$ cat src/pkg/fwfp_pkg.sv
package fwfp_pkg;

  ////////////////////////////////////////////////////////////////////////////
  // sfr map of the block
  localparam logic [7:0] ADDR_PAGE_SEL  = 8'hAE;
  localparam logic [7:0] ADDR_WR_CTRL   = 8'hAF;
  localparam logic [7:0] ADDR_PATCH_DAT = 8'hB9;
  localparam logic [7:0] ADDR_PATCH_LO  = 8'hBA;
  localparam logic [7:0] ADDR_PATCH_HI  = 8'hBB;
  localparam logic [7:0] ADDR_WR_TIMING = 8'hDD;
  localparam logic [7:0] ADDR_SCRATCH   = 8'hE7;

  ////////////////////////////////////////////////////////////////////////////
  // flash_write_control fields
  localparam int         CTRL_LP_LSB    = 5;
  localparam int         CTRL_WR_BIT    = 4;
  localparam int         CTRL_RAM_LSB   = 0;
  localparam logic [7:0] CTRL_WMASK     = 8'h7F;

  // flash power field encodings (11 is reserved, treated as always active)
  localparam logic [1:0] LP_ALWAYS_ON   = 2'h0;
  localparam logic [1:0] LP_IDLE_STBY   = 2'h1;
  localparam logic [1:0] LP_FETCH_STBY  = 2'h2;

  ////////////////////////////////////////////////////////////////////////////
  // reset values
  localparam logic [7:0] RST_WR_CTRL    = 8'h00;
  localparam logic [7:0] RST_PAGE_SEL   = 8'h00;
  localparam logic [7:0] RST_WR_TIMING  = 8'h00;
  localparam logic [7:0] RST_PATCH_DAT  = 8'h00;
  localparam logic [7:0] RST_PATCH_ADR  = 8'h00;
  localparam logic [7:0] RST_SCRATCH    = 8'h00;

  ////////////////////////////////////////////////////////////////////////////
  // lock byte fields (static input, never on the sfr bus)
  localparam int         LOCK_BOOT_BIT  = 4;
  localparam int         LOCK_SIZE_LSB  = 1;
  localparam logic [2:0] LOCK_SIZE_NONE = 3'h7;

  ////////////////////////////////////////////////////////////////////////////
  // core opcode and cycle counts
  localparam logic [7:0] TRAP_OPCODE    = 8'hA5;
  localparam logic [2:0] TRAP_STALL_CYC = 3'h4;
  localparam logic [6:0] PAGE_LAST_BYTE = 7'h7F;
  localparam int         ERASE_SHIFT    = 4;

  typedef enum logic [2:0] {
    FWFP_SEQ_IDLE,
    FWFP_SEQ_ERASE,
    FWFP_SEQ_READ,
    FWFP_SEQ_PROG,
    FWFP_SEQ_WAIT
  } fwfp_seq_type;

endpackage

$ cat src/hw/fwfp_flash_ctrl.sv
`timescale 1ns/1ps
// How it works
// - power field 00 keeps flash always on
// - field 01: standby in idle or stop
// - reset selects always-on power setting
// - start bit cleared: idle entry writes nothing
// - buffer field gives upper ram address bits
// - locked page: no write, immediate interrupt
// - lock bits have no core access path
// - opcode A5 is breakpoint, sets debug flag
// - debug interrupt serviced at highest level
// - breakpoint stalls the core for five cycles
// - after return, one instruction before reentry
// - patch address match returns patch data
// - zero patch address disables substitution
// - patch data register read/write at B9
// - scratch register at E7, no effect
// - page register forms upper flash address
// - 256 pages of 128 bytes, whole page
// - finished page write raises debug interrupt
module fwfp_flash_ctrl
  import fwfp_pkg::*;
(
  // clock and reset
  input  wire logic        sys_clk,
  input  wire logic        nrst,
  // sfr bus from the core
  input  wire logic [7:0]  sfr_addr,
  input  wire logic        sfr_wr,
  input  wire logic        sfr_rd,
  input  wire logic [7:0]  sfr_wdata,
  output logic [7:0]       sfr_rdata,
  output logic             sfr_hit,
  // core state
  input  wire logic        core_idle,
  input  wire logic        core_stop,
  // instruction fetch path
  input  wire logic        fetch_req,
  input  wire logic [15:0] fetch_addr,
  input  wire logic [7:0]  flash_rdata,
  output logic [7:0]       fetch_data,
  output logic             fetch_valid,
  // executed opcode and interrupt sequencing
  input  wire logic        opcode_exec,
  input  wire logic [7:0]  opcode,
  input  wire logic        reti_exec,
  input  wire logic        instr_done,
  output logic             core_stall,
  output logic             irq_block,
  output logic             debug_irq_set,
  // flash array
  input  wire logic [7:0]  lock_bits,
  output logic             flash_standby,
  output logic             flash_erase,
  output logic             flash_prog,
  output logic [14:0]      flash_addr,
  output logic [7:0]       flash_wdata,
  output logic             flash_busy,
  // ram buffer
  output logic             ram_rd_en,
  output logic [10:0]      ram_addr,
  input  wire logic [7:0]  ram_rdata
);

  ////////////////////////////////////////////////////////////////////////////
  // register storage
  logic [6:0]  ctrl_q;
  logic [7:0]  page_q;
  logic [7:0]  timing_q;
  logic [7:0]  pdata_q;
  logic [7:0]  padr_lo_q;
  logic [7:0]  padr_hi_q;
  logic [7:0]  scratch_q;
  logic [7:0]  rdata_q;
  logic [7:0]  fdata_q;
  logic        fvalid_q;
  logic        idle_d1_q;
  logic        stby_q;
  logic        irq_q;
  logic [2:0]  stall_q;
  logic        step_q;
  logic        seq_busy;
  logic        seq_done;

  // write strobe decode is used once per register, so it is a function
  function automatic logic wr_hit(input logic [7:0] a, input logic [7:0] off);
    wr_hit = sfr_wr && (a == off);
  endfunction

  // protected when the boot page is locked or the page lies in the upper
  // locked area; lock bits only enter here, never the sfr read path
  function automatic logic page_locked(input logic [7:0] pg, input logic [7:0] lk);
    logic [2:0] sz;
    logic [8:0] lim;
    sz  = lk[LOCK_SIZE_LSB +: 3];
    lim = 9'h100 - (9'h100 >> sz);
    page_locked = ((!lk[LOCK_BOOT_BIT]) && (pg == 8'h00)) ||
                  ((sz != LOCK_SIZE_NONE) && ({1'b0, pg} >= lim));
  endfunction

  ////////////////////////////////////////////////////////////////////////////
  // field views and decode
  wire [1:0]  lp_field   = ctrl_q[CTRL_LP_LSB +: 2];
  wire        wr_start   = ctrl_q[CTRL_WR_BIT];
  wire [3:0]  ram_hi     = ctrl_q[CTRL_RAM_LSB +: 4];
  wire [15:0] patch_adr  = {padr_hi_q, padr_lo_q};
  wire        idle_rise  = core_idle && !idle_d1_q;
  wire        locked     = page_locked(page_q, lock_bits);
  wire        go_write   = idle_rise && wr_start && !locked && !seq_busy;
  wire        refuse     = idle_rise && wr_start && locked && !seq_busy;
  wire        trap_hit   = opcode_exec && (opcode == TRAP_OPCODE);
  wire        patch_on   = (patch_adr != 16'h0000);
  wire        patch_hit  = patch_on && (fetch_addr == patch_adr);
  wire        stby_core  = core_idle || core_stop;
  wire        map_hit    = (sfr_addr == ADDR_WR_CTRL)  || (sfr_addr == ADDR_PAGE_SEL)  ||
                           (sfr_addr == ADDR_PATCH_DAT) || (sfr_addr == ADDR_PATCH_LO) ||
                           (sfr_addr == ADDR_PATCH_HI) || (sfr_addr == ADDR_WR_TIMING) ||
                           (sfr_addr == ADDR_SCRATCH);

  // read mux; reserved bit 7 of the control register reads zero
  logic [7:0] rd_mux;
  always_comb begin
    rd_mux = 8'h00;
    unique case (sfr_addr)
      ADDR_WR_CTRL:   rd_mux = {1'b0, ctrl_q};
      ADDR_PAGE_SEL:  rd_mux = page_q;
      ADDR_PATCH_DAT: rd_mux = pdata_q;
      ADDR_PATCH_LO:  rd_mux = padr_lo_q;
      ADDR_PATCH_HI:  rd_mux = padr_hi_q;
      ADDR_WR_TIMING: rd_mux = timing_q;
      ADDR_SCRATCH:   rd_mux = scratch_q;
      default:        rd_mux = 8'h00;
    endcase
  end

  // power decode: a busy write forces standby off from its second cycle; the first keeps the value decoded at idle entry
  logic stby_d;
  always_comb begin
    stby_d = 1'b0;
    unique case (lp_field)
      LP_IDLE_STBY:  stby_d = stby_core;
      LP_FETCH_STBY: stby_d = stby_core || !fetch_req;
      default:       stby_d = 1'b0;
    endcase
    if (seq_busy) stby_d = 1'b0;
  end

  ////////////////////////////////////////////////////////////////////////////
  // sfr registers; start bit self clears once a write is taken, but a
  // software write in the same cycle wins so a fresh request is kept
  always_ff @(posedge sys_clk or negedge nrst) begin
    if (!nrst) begin
      ctrl_q    <= RST_WR_CTRL[6:0];
      page_q    <= RST_PAGE_SEL;
      timing_q  <= RST_WR_TIMING;
      pdata_q   <= RST_PATCH_DAT;
      padr_lo_q <= RST_PATCH_ADR;
      padr_hi_q <= RST_PATCH_ADR;
      scratch_q <= RST_SCRATCH;
    end else begin
      if (go_write || refuse) ctrl_q[CTRL_WR_BIT] <= 1'b0;
      if (wr_hit(sfr_addr, ADDR_WR_CTRL)) ctrl_q <= sfr_wdata[6:0] & CTRL_WMASK[6:0];
      if (wr_hit(sfr_addr, ADDR_PAGE_SEL)) page_q <= sfr_wdata;
      if (wr_hit(sfr_addr, ADDR_WR_TIMING)) timing_q <= sfr_wdata;
      if (wr_hit(sfr_addr, ADDR_PATCH_DAT)) pdata_q <= sfr_wdata;
      if (wr_hit(sfr_addr, ADDR_PATCH_LO)) padr_lo_q <= sfr_wdata;
      if (wr_hit(sfr_addr, ADDR_PATCH_HI)) padr_hi_q <= sfr_wdata;
      if (wr_hit(sfr_addr, ADDR_SCRATCH)) scratch_q <= sfr_wdata;
    end
  end

  // read data is held until the next read
  always_ff @(posedge sys_clk or negedge nrst) begin
    if (!nrst) rdata_q <= 8'h00;
    else if (sfr_rd) rdata_q <= rd_mux;
  end

  ////////////////////////////////////////////////////////////////////////////
  // fetch path with single-address substitution, answer one cycle later
  always_ff @(posedge sys_clk or negedge nrst) begin
    if (!nrst) begin
      fdata_q  <= 8'h00;
      fvalid_q <= 1'b0;
    end else begin
      fvalid_q <= fetch_req;
      if (fetch_req) fdata_q <= patch_hit ? pdata_q : flash_rdata;
    end
  end

  ////////////////////////////////////////////////////////////////////////////
  // idle edge, power state and debug interrupt pulse
  always_ff @(posedge sys_clk or negedge nrst) begin
    if (!nrst) begin
      idle_d1_q <= 1'b0;
      stby_q    <= 1'b0;
      irq_q     <= 1'b0;
    end else begin
      idle_d1_q <= core_idle;
      stby_q    <= stby_d;
      irq_q     <= trap_hit || refuse || seq_done;
    end
  end

  // breakpoint stall: the core waits so the top-level debug interrupt is
  // taken before the next instruction; priority is set by the core
  always_ff @(posedge sys_clk or negedge nrst) begin
    if (!nrst) stall_q <= 3'h0;
    else if (trap_hit) stall_q <= TRAP_STALL_CYC;
    else if (stall_q != 3'h0) stall_q <= stall_q - 3'h1;
  end

  // one instruction runs after a return before the interrupt may reenter
  always_ff @(posedge sys_clk or negedge nrst) begin
    if (!nrst) step_q <= 1'b0;
    else if (reti_exec) step_q <= 1'b1;
    else if (instr_done) step_q <= 1'b0;
  end

  ////////////////////////////////////////////////////////////////////////////
  // page write sequencer
  fwfp_page_seq u_seq (
    .sys_clk     (sys_clk),
    .nrst        (nrst),
    .start       (go_write),
    .page        (page_q),
    .ram_hi      (ram_hi),
    .timing      (timing_q),
    .ram_rd_en   (ram_rd_en),
    .ram_addr    (ram_addr),
    .ram_rdata   (ram_rdata),
    .flash_erase (flash_erase),
    .flash_prog  (flash_prog),
    .flash_addr  (flash_addr),
    .flash_wdata (flash_wdata),
    .busy        (seq_busy),
    .done        (seq_done)
  );

  // outputs
  assign sfr_rdata     = rdata_q;
  assign sfr_hit       = map_hit;
  assign fetch_data    = fdata_q;
  assign fetch_valid   = fvalid_q;
  assign core_stall    = (stall_q != 3'h0) || trap_hit;
  assign irq_block     = step_q;
  assign debug_irq_set = irq_q;
  assign flash_standby = stby_q;
  assign flash_busy    = seq_busy;
endmodule

$ cat src/hw/fwfp_page_seq.sv
`timescale 1ns/1ps
module fwfp_page_seq
  import fwfp_pkg::*;
(
  // clock and reset
  input  wire logic        sys_clk,
  input  wire logic        nrst,
  // control from the register side
  input  wire logic        start,
  input  wire logic [7:0]  page,
  input  wire logic [3:0]  ram_hi,
  input  wire logic [7:0]  timing,
  // ram buffer read port, data returns one cycle after the enable
  output logic             ram_rd_en,
  output logic [10:0]      ram_addr,
  input  wire logic [7:0]  ram_rdata,
  // flash array write port
  output logic             flash_erase,
  output logic             flash_prog,
  output logic [14:0]      flash_addr,
  output logic [7:0]       flash_wdata,
  // status
  output logic             busy,
  output logic             done
);

  fwfp_seq_type st_q, st_d;
  logic [6:0]  idx_q;
  logic [15:0] wait_q;
  logic [7:0]  page_q;
  logic [3:0]  ram_hi_q;
  logic [7:0]  wdata_q;
  wire         wait_over = (wait_q == 16'h0000);
  wire         last_byte = (idx_q == PAGE_LAST_BYTE);

  ////////////////////////////////////////////////////////////////////////////
  // erase the whole page, then one read and one program per byte
  always_comb begin
    st_d = st_q;
    unique case (st_q)
      FWFP_SEQ_IDLE:  if (start) st_d = FWFP_SEQ_ERASE;
      FWFP_SEQ_ERASE: if (wait_over) st_d = FWFP_SEQ_READ;
      FWFP_SEQ_READ:  st_d = FWFP_SEQ_PROG;
      FWFP_SEQ_PROG:  st_d = FWFP_SEQ_WAIT;
      FWFP_SEQ_WAIT:  if (wait_over) st_d = last_byte ? FWFP_SEQ_IDLE : FWFP_SEQ_READ;
    endcase
  end

  // page and buffer are latched so a late sfr write cannot tear a page
  always_ff @(posedge sys_clk or negedge nrst) begin
    if (!nrst) begin
      st_q     <= FWFP_SEQ_IDLE;
      idx_q    <= 7'h00;
      wait_q   <= 16'h0000;
      page_q   <= 8'h00;
      ram_hi_q <= 4'h0;
      wdata_q  <= 8'h00;
    end else begin
      st_q <= st_d;
      if (st_q == FWFP_SEQ_IDLE && start) begin
        page_q   <= page;
        ram_hi_q <= ram_hi;
        idx_q    <= 7'h00;
        wait_q   <= 16'({timing, 8'h00} >> (8 - ERASE_SHIFT));
      end else if (st_q == FWFP_SEQ_READ) begin
        wdata_q <= ram_rdata;
      end else if (st_q == FWFP_SEQ_PROG) begin
        wait_q <= {8'h00, timing};
      end else if (!wait_over) begin
        wait_q <= wait_q - 16'h0001;
      end
      if (st_q == FWFP_SEQ_WAIT && wait_over) idx_q <= idx_q + 7'h01;
    end
  end

  ////////////////////////////////////////////////////////////////////////////
  // the ram read is issued the cycle before READ so data lands in READ
  assign ram_rd_en   = (st_d == FWFP_SEQ_READ) && (st_q != FWFP_SEQ_READ);
  assign ram_addr    = {ram_hi_q, (st_q == FWFP_SEQ_WAIT) ? idx_q + 7'h01 : idx_q};
  assign flash_erase = (st_q == FWFP_SEQ_ERASE) && (wait_q == 16'({timing, 8'h00} >> (8 - ERASE_SHIFT)));
  assign flash_prog  = (st_q == FWFP_SEQ_PROG);
  assign flash_addr  = {page_q, idx_q};
  assign flash_wdata = wdata_q;
  assign busy        = (st_q != FWFP_SEQ_IDLE);
  assign done        = (st_q == FWFP_SEQ_WAIT) && wait_over && last_byte;

endmodule

$ cat config.mk
export PLATFORM = sky130hd
export DESIGN_NAME = fwfp_flash_ctrl
export DESIGN_NICKNAME = d
export VERILOG_FILES = /design/src/pkg/fwfp_pkg.sv /design/src/hw/fwfp_flash_ctrl.sv /design/src/hw/fwfp_page_seq.sv
export SDC_FILE = /design/constraint.sdc
export NUM_CORES = 1
export LEC_CHECK = 0
export ABC_AREA = 1
export BUFFER_PORTS_ARGS = -buffer_cell sky130_fd_sc_hd__buf_2
export CAP_MARGIN = 20
export CORE_UTILIZATION = 36
export DETAILED_ROUTE_END_ITERATION = 8
export PLACE_DENSITY = 0.58
export SLEW_MARGIN = 20
export SYNTH_ARGS = -nofsm -noshare
export SYNTH_HDL_FRONTEND = slang
export SYNTH_SLANG_ARGS = --single-unit
export TNS_END_PERCENT = 30
$ cat constraint.sdc
create_clock -name sys_clk -period 2.2 [get_ports sys_clk]
set_input_delay 0.44 -clock sys_clk [delete_from_list [all_inputs] [get_ports sys_clk]]
set_output_delay 0.44 -clock sys_clk [all_outputs]
set_load 0.01 [all_outputs]
==> impl_metrics.csv <==
group,metric,value,unit
outcome,status,"complete, but fails checks",
outcome,violations,"negative setup slack",
routing,wirelength,20.5,mm
synthesis,ys_warn_count,0,
final_layout,diodes,0,
sta,slew_viol_final,0,
grt,grt_pass1_vias,6455,
placement,routabilityCongestion,0.887,
sta,tightest_slew,0.553,ns
critical_path,r2r_start,"page_q[7]",
grt,grt_usage,21.4,%
final_layout,mostFrequentLayoutCells,"nand2_1 (288), buf_2 (126), dfrtp_1 (121)",
sta,rsz0062_at_grt,"true",
critical_path,cp-start-kind,"input pin",
final_layout,drive_gt1_share,26.7,%
pwr,intPower,4.47,mW
critical_path,crit_path_end_kind,"flop",
pwr,power_leakage,4.93,nW
sta,hold_viol,0,
die,ioPinCount,134,
min_path,holdPathStages,1,
final_layout,synthToLayoutAreaGrowth,30.8,%
die,die_y,143,µm
synthesis,synth_edf_count,0,
synthesis,syn_nets,1025,
routing,routed-via-count,6791,
sta,setup_viol,15,
synthesis,yosys.area.top_type,"dfrtp_1",
critical_path,cp.arrival,2.60,ns
pwr,fin_total_pwr,6.39,mW
routing,post-route-drc-count,0,
synthesis,avgSynthCellArea,7.63,µm²
critical_path,critical_path_class,"input pin to flop",
sta,skew,0.00822,ns
final_layout,stdcell_area,9350,µm²
min_path,min_from,"core_idle",
job,maxCapViolations,0,
min_path,hold_path_class,"input pin to flop",
pwr,p_sw_share,30.0,%
clock_tree,clockRootBuffer,"clkbuf_16",
pwr,power_frac_seq,41.4,%
clock_tree,clk_path_buf_depth,2,
pwr,peakVddDrop,550,µV
grt,grt_pass1_wl,33.1,mm
grt,antenna_found_initial,0,
routing,drtPass1Iterations,5,
sta,slew_headroom,63.1,%
final_layout,fin_nets,1207,
sta,fmaxAchievable,438,MHz
routing,routedWlPerCell,14.7,µm
placement,place_hpwl,14.8,mm
sta,period_needed,2.28,ns
grt,gr-total-overflow,0,
synthesis,synth_top_area_share,43.8,%
critical_path,required,2.51,ns
die,start_util,36.7,%
synthesis,netlist_instances,937,
final_layout,nFillCells,1910,
pwr,comb_power_share,16.6,%
synthesis,syn_area,7150,µm²
critical_path,r2r-end,"u_seq.wait_q[7]",
sta,period_share,104,%
die,die_w,143,µm
pwr,clkPwrFrac,42.1,%
final_layout,final_common_cell,"nand2_1",
placement,dpl_worst_slack,-0.546,ns
synthesis,ys_seq_elements,125,
synthesis,ys_seq_area_share,43.8,%
clock_tree,clkSinkCount,125,
clock_tree,clk-insertion-delay-late,0.43,ns
critical_path,r2r_cells,13,
clock_tree,cts_max_level,4,
routing,drt_iter0_drc,364,
die,core,19500,µm²
min_path,min_to,"idle_d1_q",
routing,viasPerCell,4.86,
die,die_area,20400,µm²
final_layout,multiInputGateArea,3610,µm²
die,num_rows,51,
clock_tree,cts_buffers,17,
pwr,netSwitchingPower,1.92,mW
synthesis,synth_area_leaders,"dfrtp_1 (44%), nand2_1 (16%), inv_1 (5.6%), o21ai_0 (4.8%), nor2_1 (3.7%)",
clock_tree,clk_pin_slew_worst_paths,0.06,ns
synthesis,async_reset_ff_share,100,%
final_layout,ff_latch_area,3130,µm²
sta,final.setup.worst_slack,-0.0837,ns
placement,placed_cell_area,8300,µm²
placement,io_buffer_count,129,
grt,grt_max_degree,48,
critical_path,r2r_setup_slack,0.18,ns
synthesis,synth_top_flop_cell,"dfrtp_1",
clock_tree,cts_tree,"built",
routing,drtAntennaViolNets,0,
synthesis,synth_cell_types,42,
critical_path,worstPathMaxFanout,5,
pwr,p_per_area,684,nW/µm²
-- layer usage --
metal,routed length (µm),vias to the layer above,track usage (%)
li1,-,3405,-
met1,9420,3116,28.5
met2,9280,236,33.5
met3,1250,34,4.56
met4,534,0,8.94
met5,0,-,0
-- cell type report --
type	instances	share of cell area (%)
Clock buffer	17	4.55
Clock inverter	15	1.50
Timing Repair Buffer	185	13.3
Tap cell	265	3.55
Multi-Input combinational cell	674	38.7
Sequential cell	125	33.5
Inverter	116	4.93
-- worst max-delay path by stage --
stage	start	end
after floorplan	lock_bits[3]	u_seq.wait_q[2]
after global placement	lock_bits[3]	u_seq.wait_q[7]
after detailed placement	lock_bits[3]	u_seq.wait_q[5]
after CTS	lock_bits[1]	u_seq.wait_q[5]
after global routing	lock_bits[3]	u_seq.wait_q[11]
final	lock_bits[3]	u_seq.wait_q[7]
-- power groups by stage --
stage / clock network (mW) / logic [mW] / registers (mW)
2_1_floorplan: 0 / 0.600 / 2.64
3_5_place_dp: 0 / 0.945 / 2.68
5_1_grt: 2.85 / 1.21 / 2.66
6_report: 2.69 / 1.06 / 2.64
4_1_cts: 2.74 / 1.01 / 2.64
3_3_place_gp: 0 / 0.933 / 2.67
-- cells in the mapped netlist, drive strengths merged (12+ instances only) --
library cell / instances
nand3: 40
o21ai: 87
inv: 115
buf: 20
o22ai: 15
xnor2: 12
nor2: 77
nand4: 44
xor2: 24
nor3: 14
nand2: 312
a21oi: 13
ha: 14
dfrtp: 125
-- registers in the layout, indices dropped and copies added (netlist names) --
register and cells:
sfr_rdata 8, u_seq.idx_q 7, padr_lo_q 8, stall_q 3, u_seq.page_q 8, irq_block 1
padr_hi_q 8, ctrl_q 7, u_seq.ram_hi_q 4, fetch_valid 1, debug_irq_set 1, timing_q 8
fetch_data 8, flash_standby 1, pdata_q 8, page_q 8, idle_d1_q 1, u_seq.st_q 3
u_seq.flash_wdata 8, scratch_q 8, u_seq.wait_q 16
-- what timing repair did --
action                                 CTS  global route
pin swaps                                9            15
hold buffers                             1             0
cloned                                   4             0
endpoints found under the hold margin   23             0
setup endpoints to repair               36            45
resized for setup                       36            33
setup buffers                           18             0
-- through the flow --
stage                     utilization [%]  cells  setup TNS, ns  hold slack [ns]
after global placement               42.7   1342         -15.94            0.389
after floorplan                         -    937          -5.38            0.144
final                                48.0   1397         -0.443            0.176
after detailed placement             42.7   1342         -18.14            0.389
after CTS                            47.5   1397        -0.0167            0.163
after global routing                 48.0   1397          -5.29            0.169
-- kinds of logic after synthesis --
kind of cell	share of synthesized area (%)
AO/OA/AOI/OAI	10.4
XOR/XNOR	4.41
adder cells (fa/ha/maj)	2.45
buffers and inverters	8.37
flip-flops	43.8
AND/OR/NAND/NOR	30.6
-- worst max-delay path, cell delays in order --
cell and delay, ns:
buf_12 0.10, inv_12 0.03, nor2_4 0.08, nand2_2 0.06, ha_4 0.17, inv_4 0.05, a21oi_2 0.03, o211ai_1 0.09
o21ai_1 0.09, ha_1 0.32, nand2_1 0.08, nand2_1 0.07, a21oi_2 0.12, nand3_1 0.10, nand2_2 0.13, nand3_4 0.10
buf_12 0.17, buf_12 0.13, nand2_1 0.06, nand2_1 0.06, nand2_1 0.05, nand2_1 0.05
(Power assumes the default switching activity.)
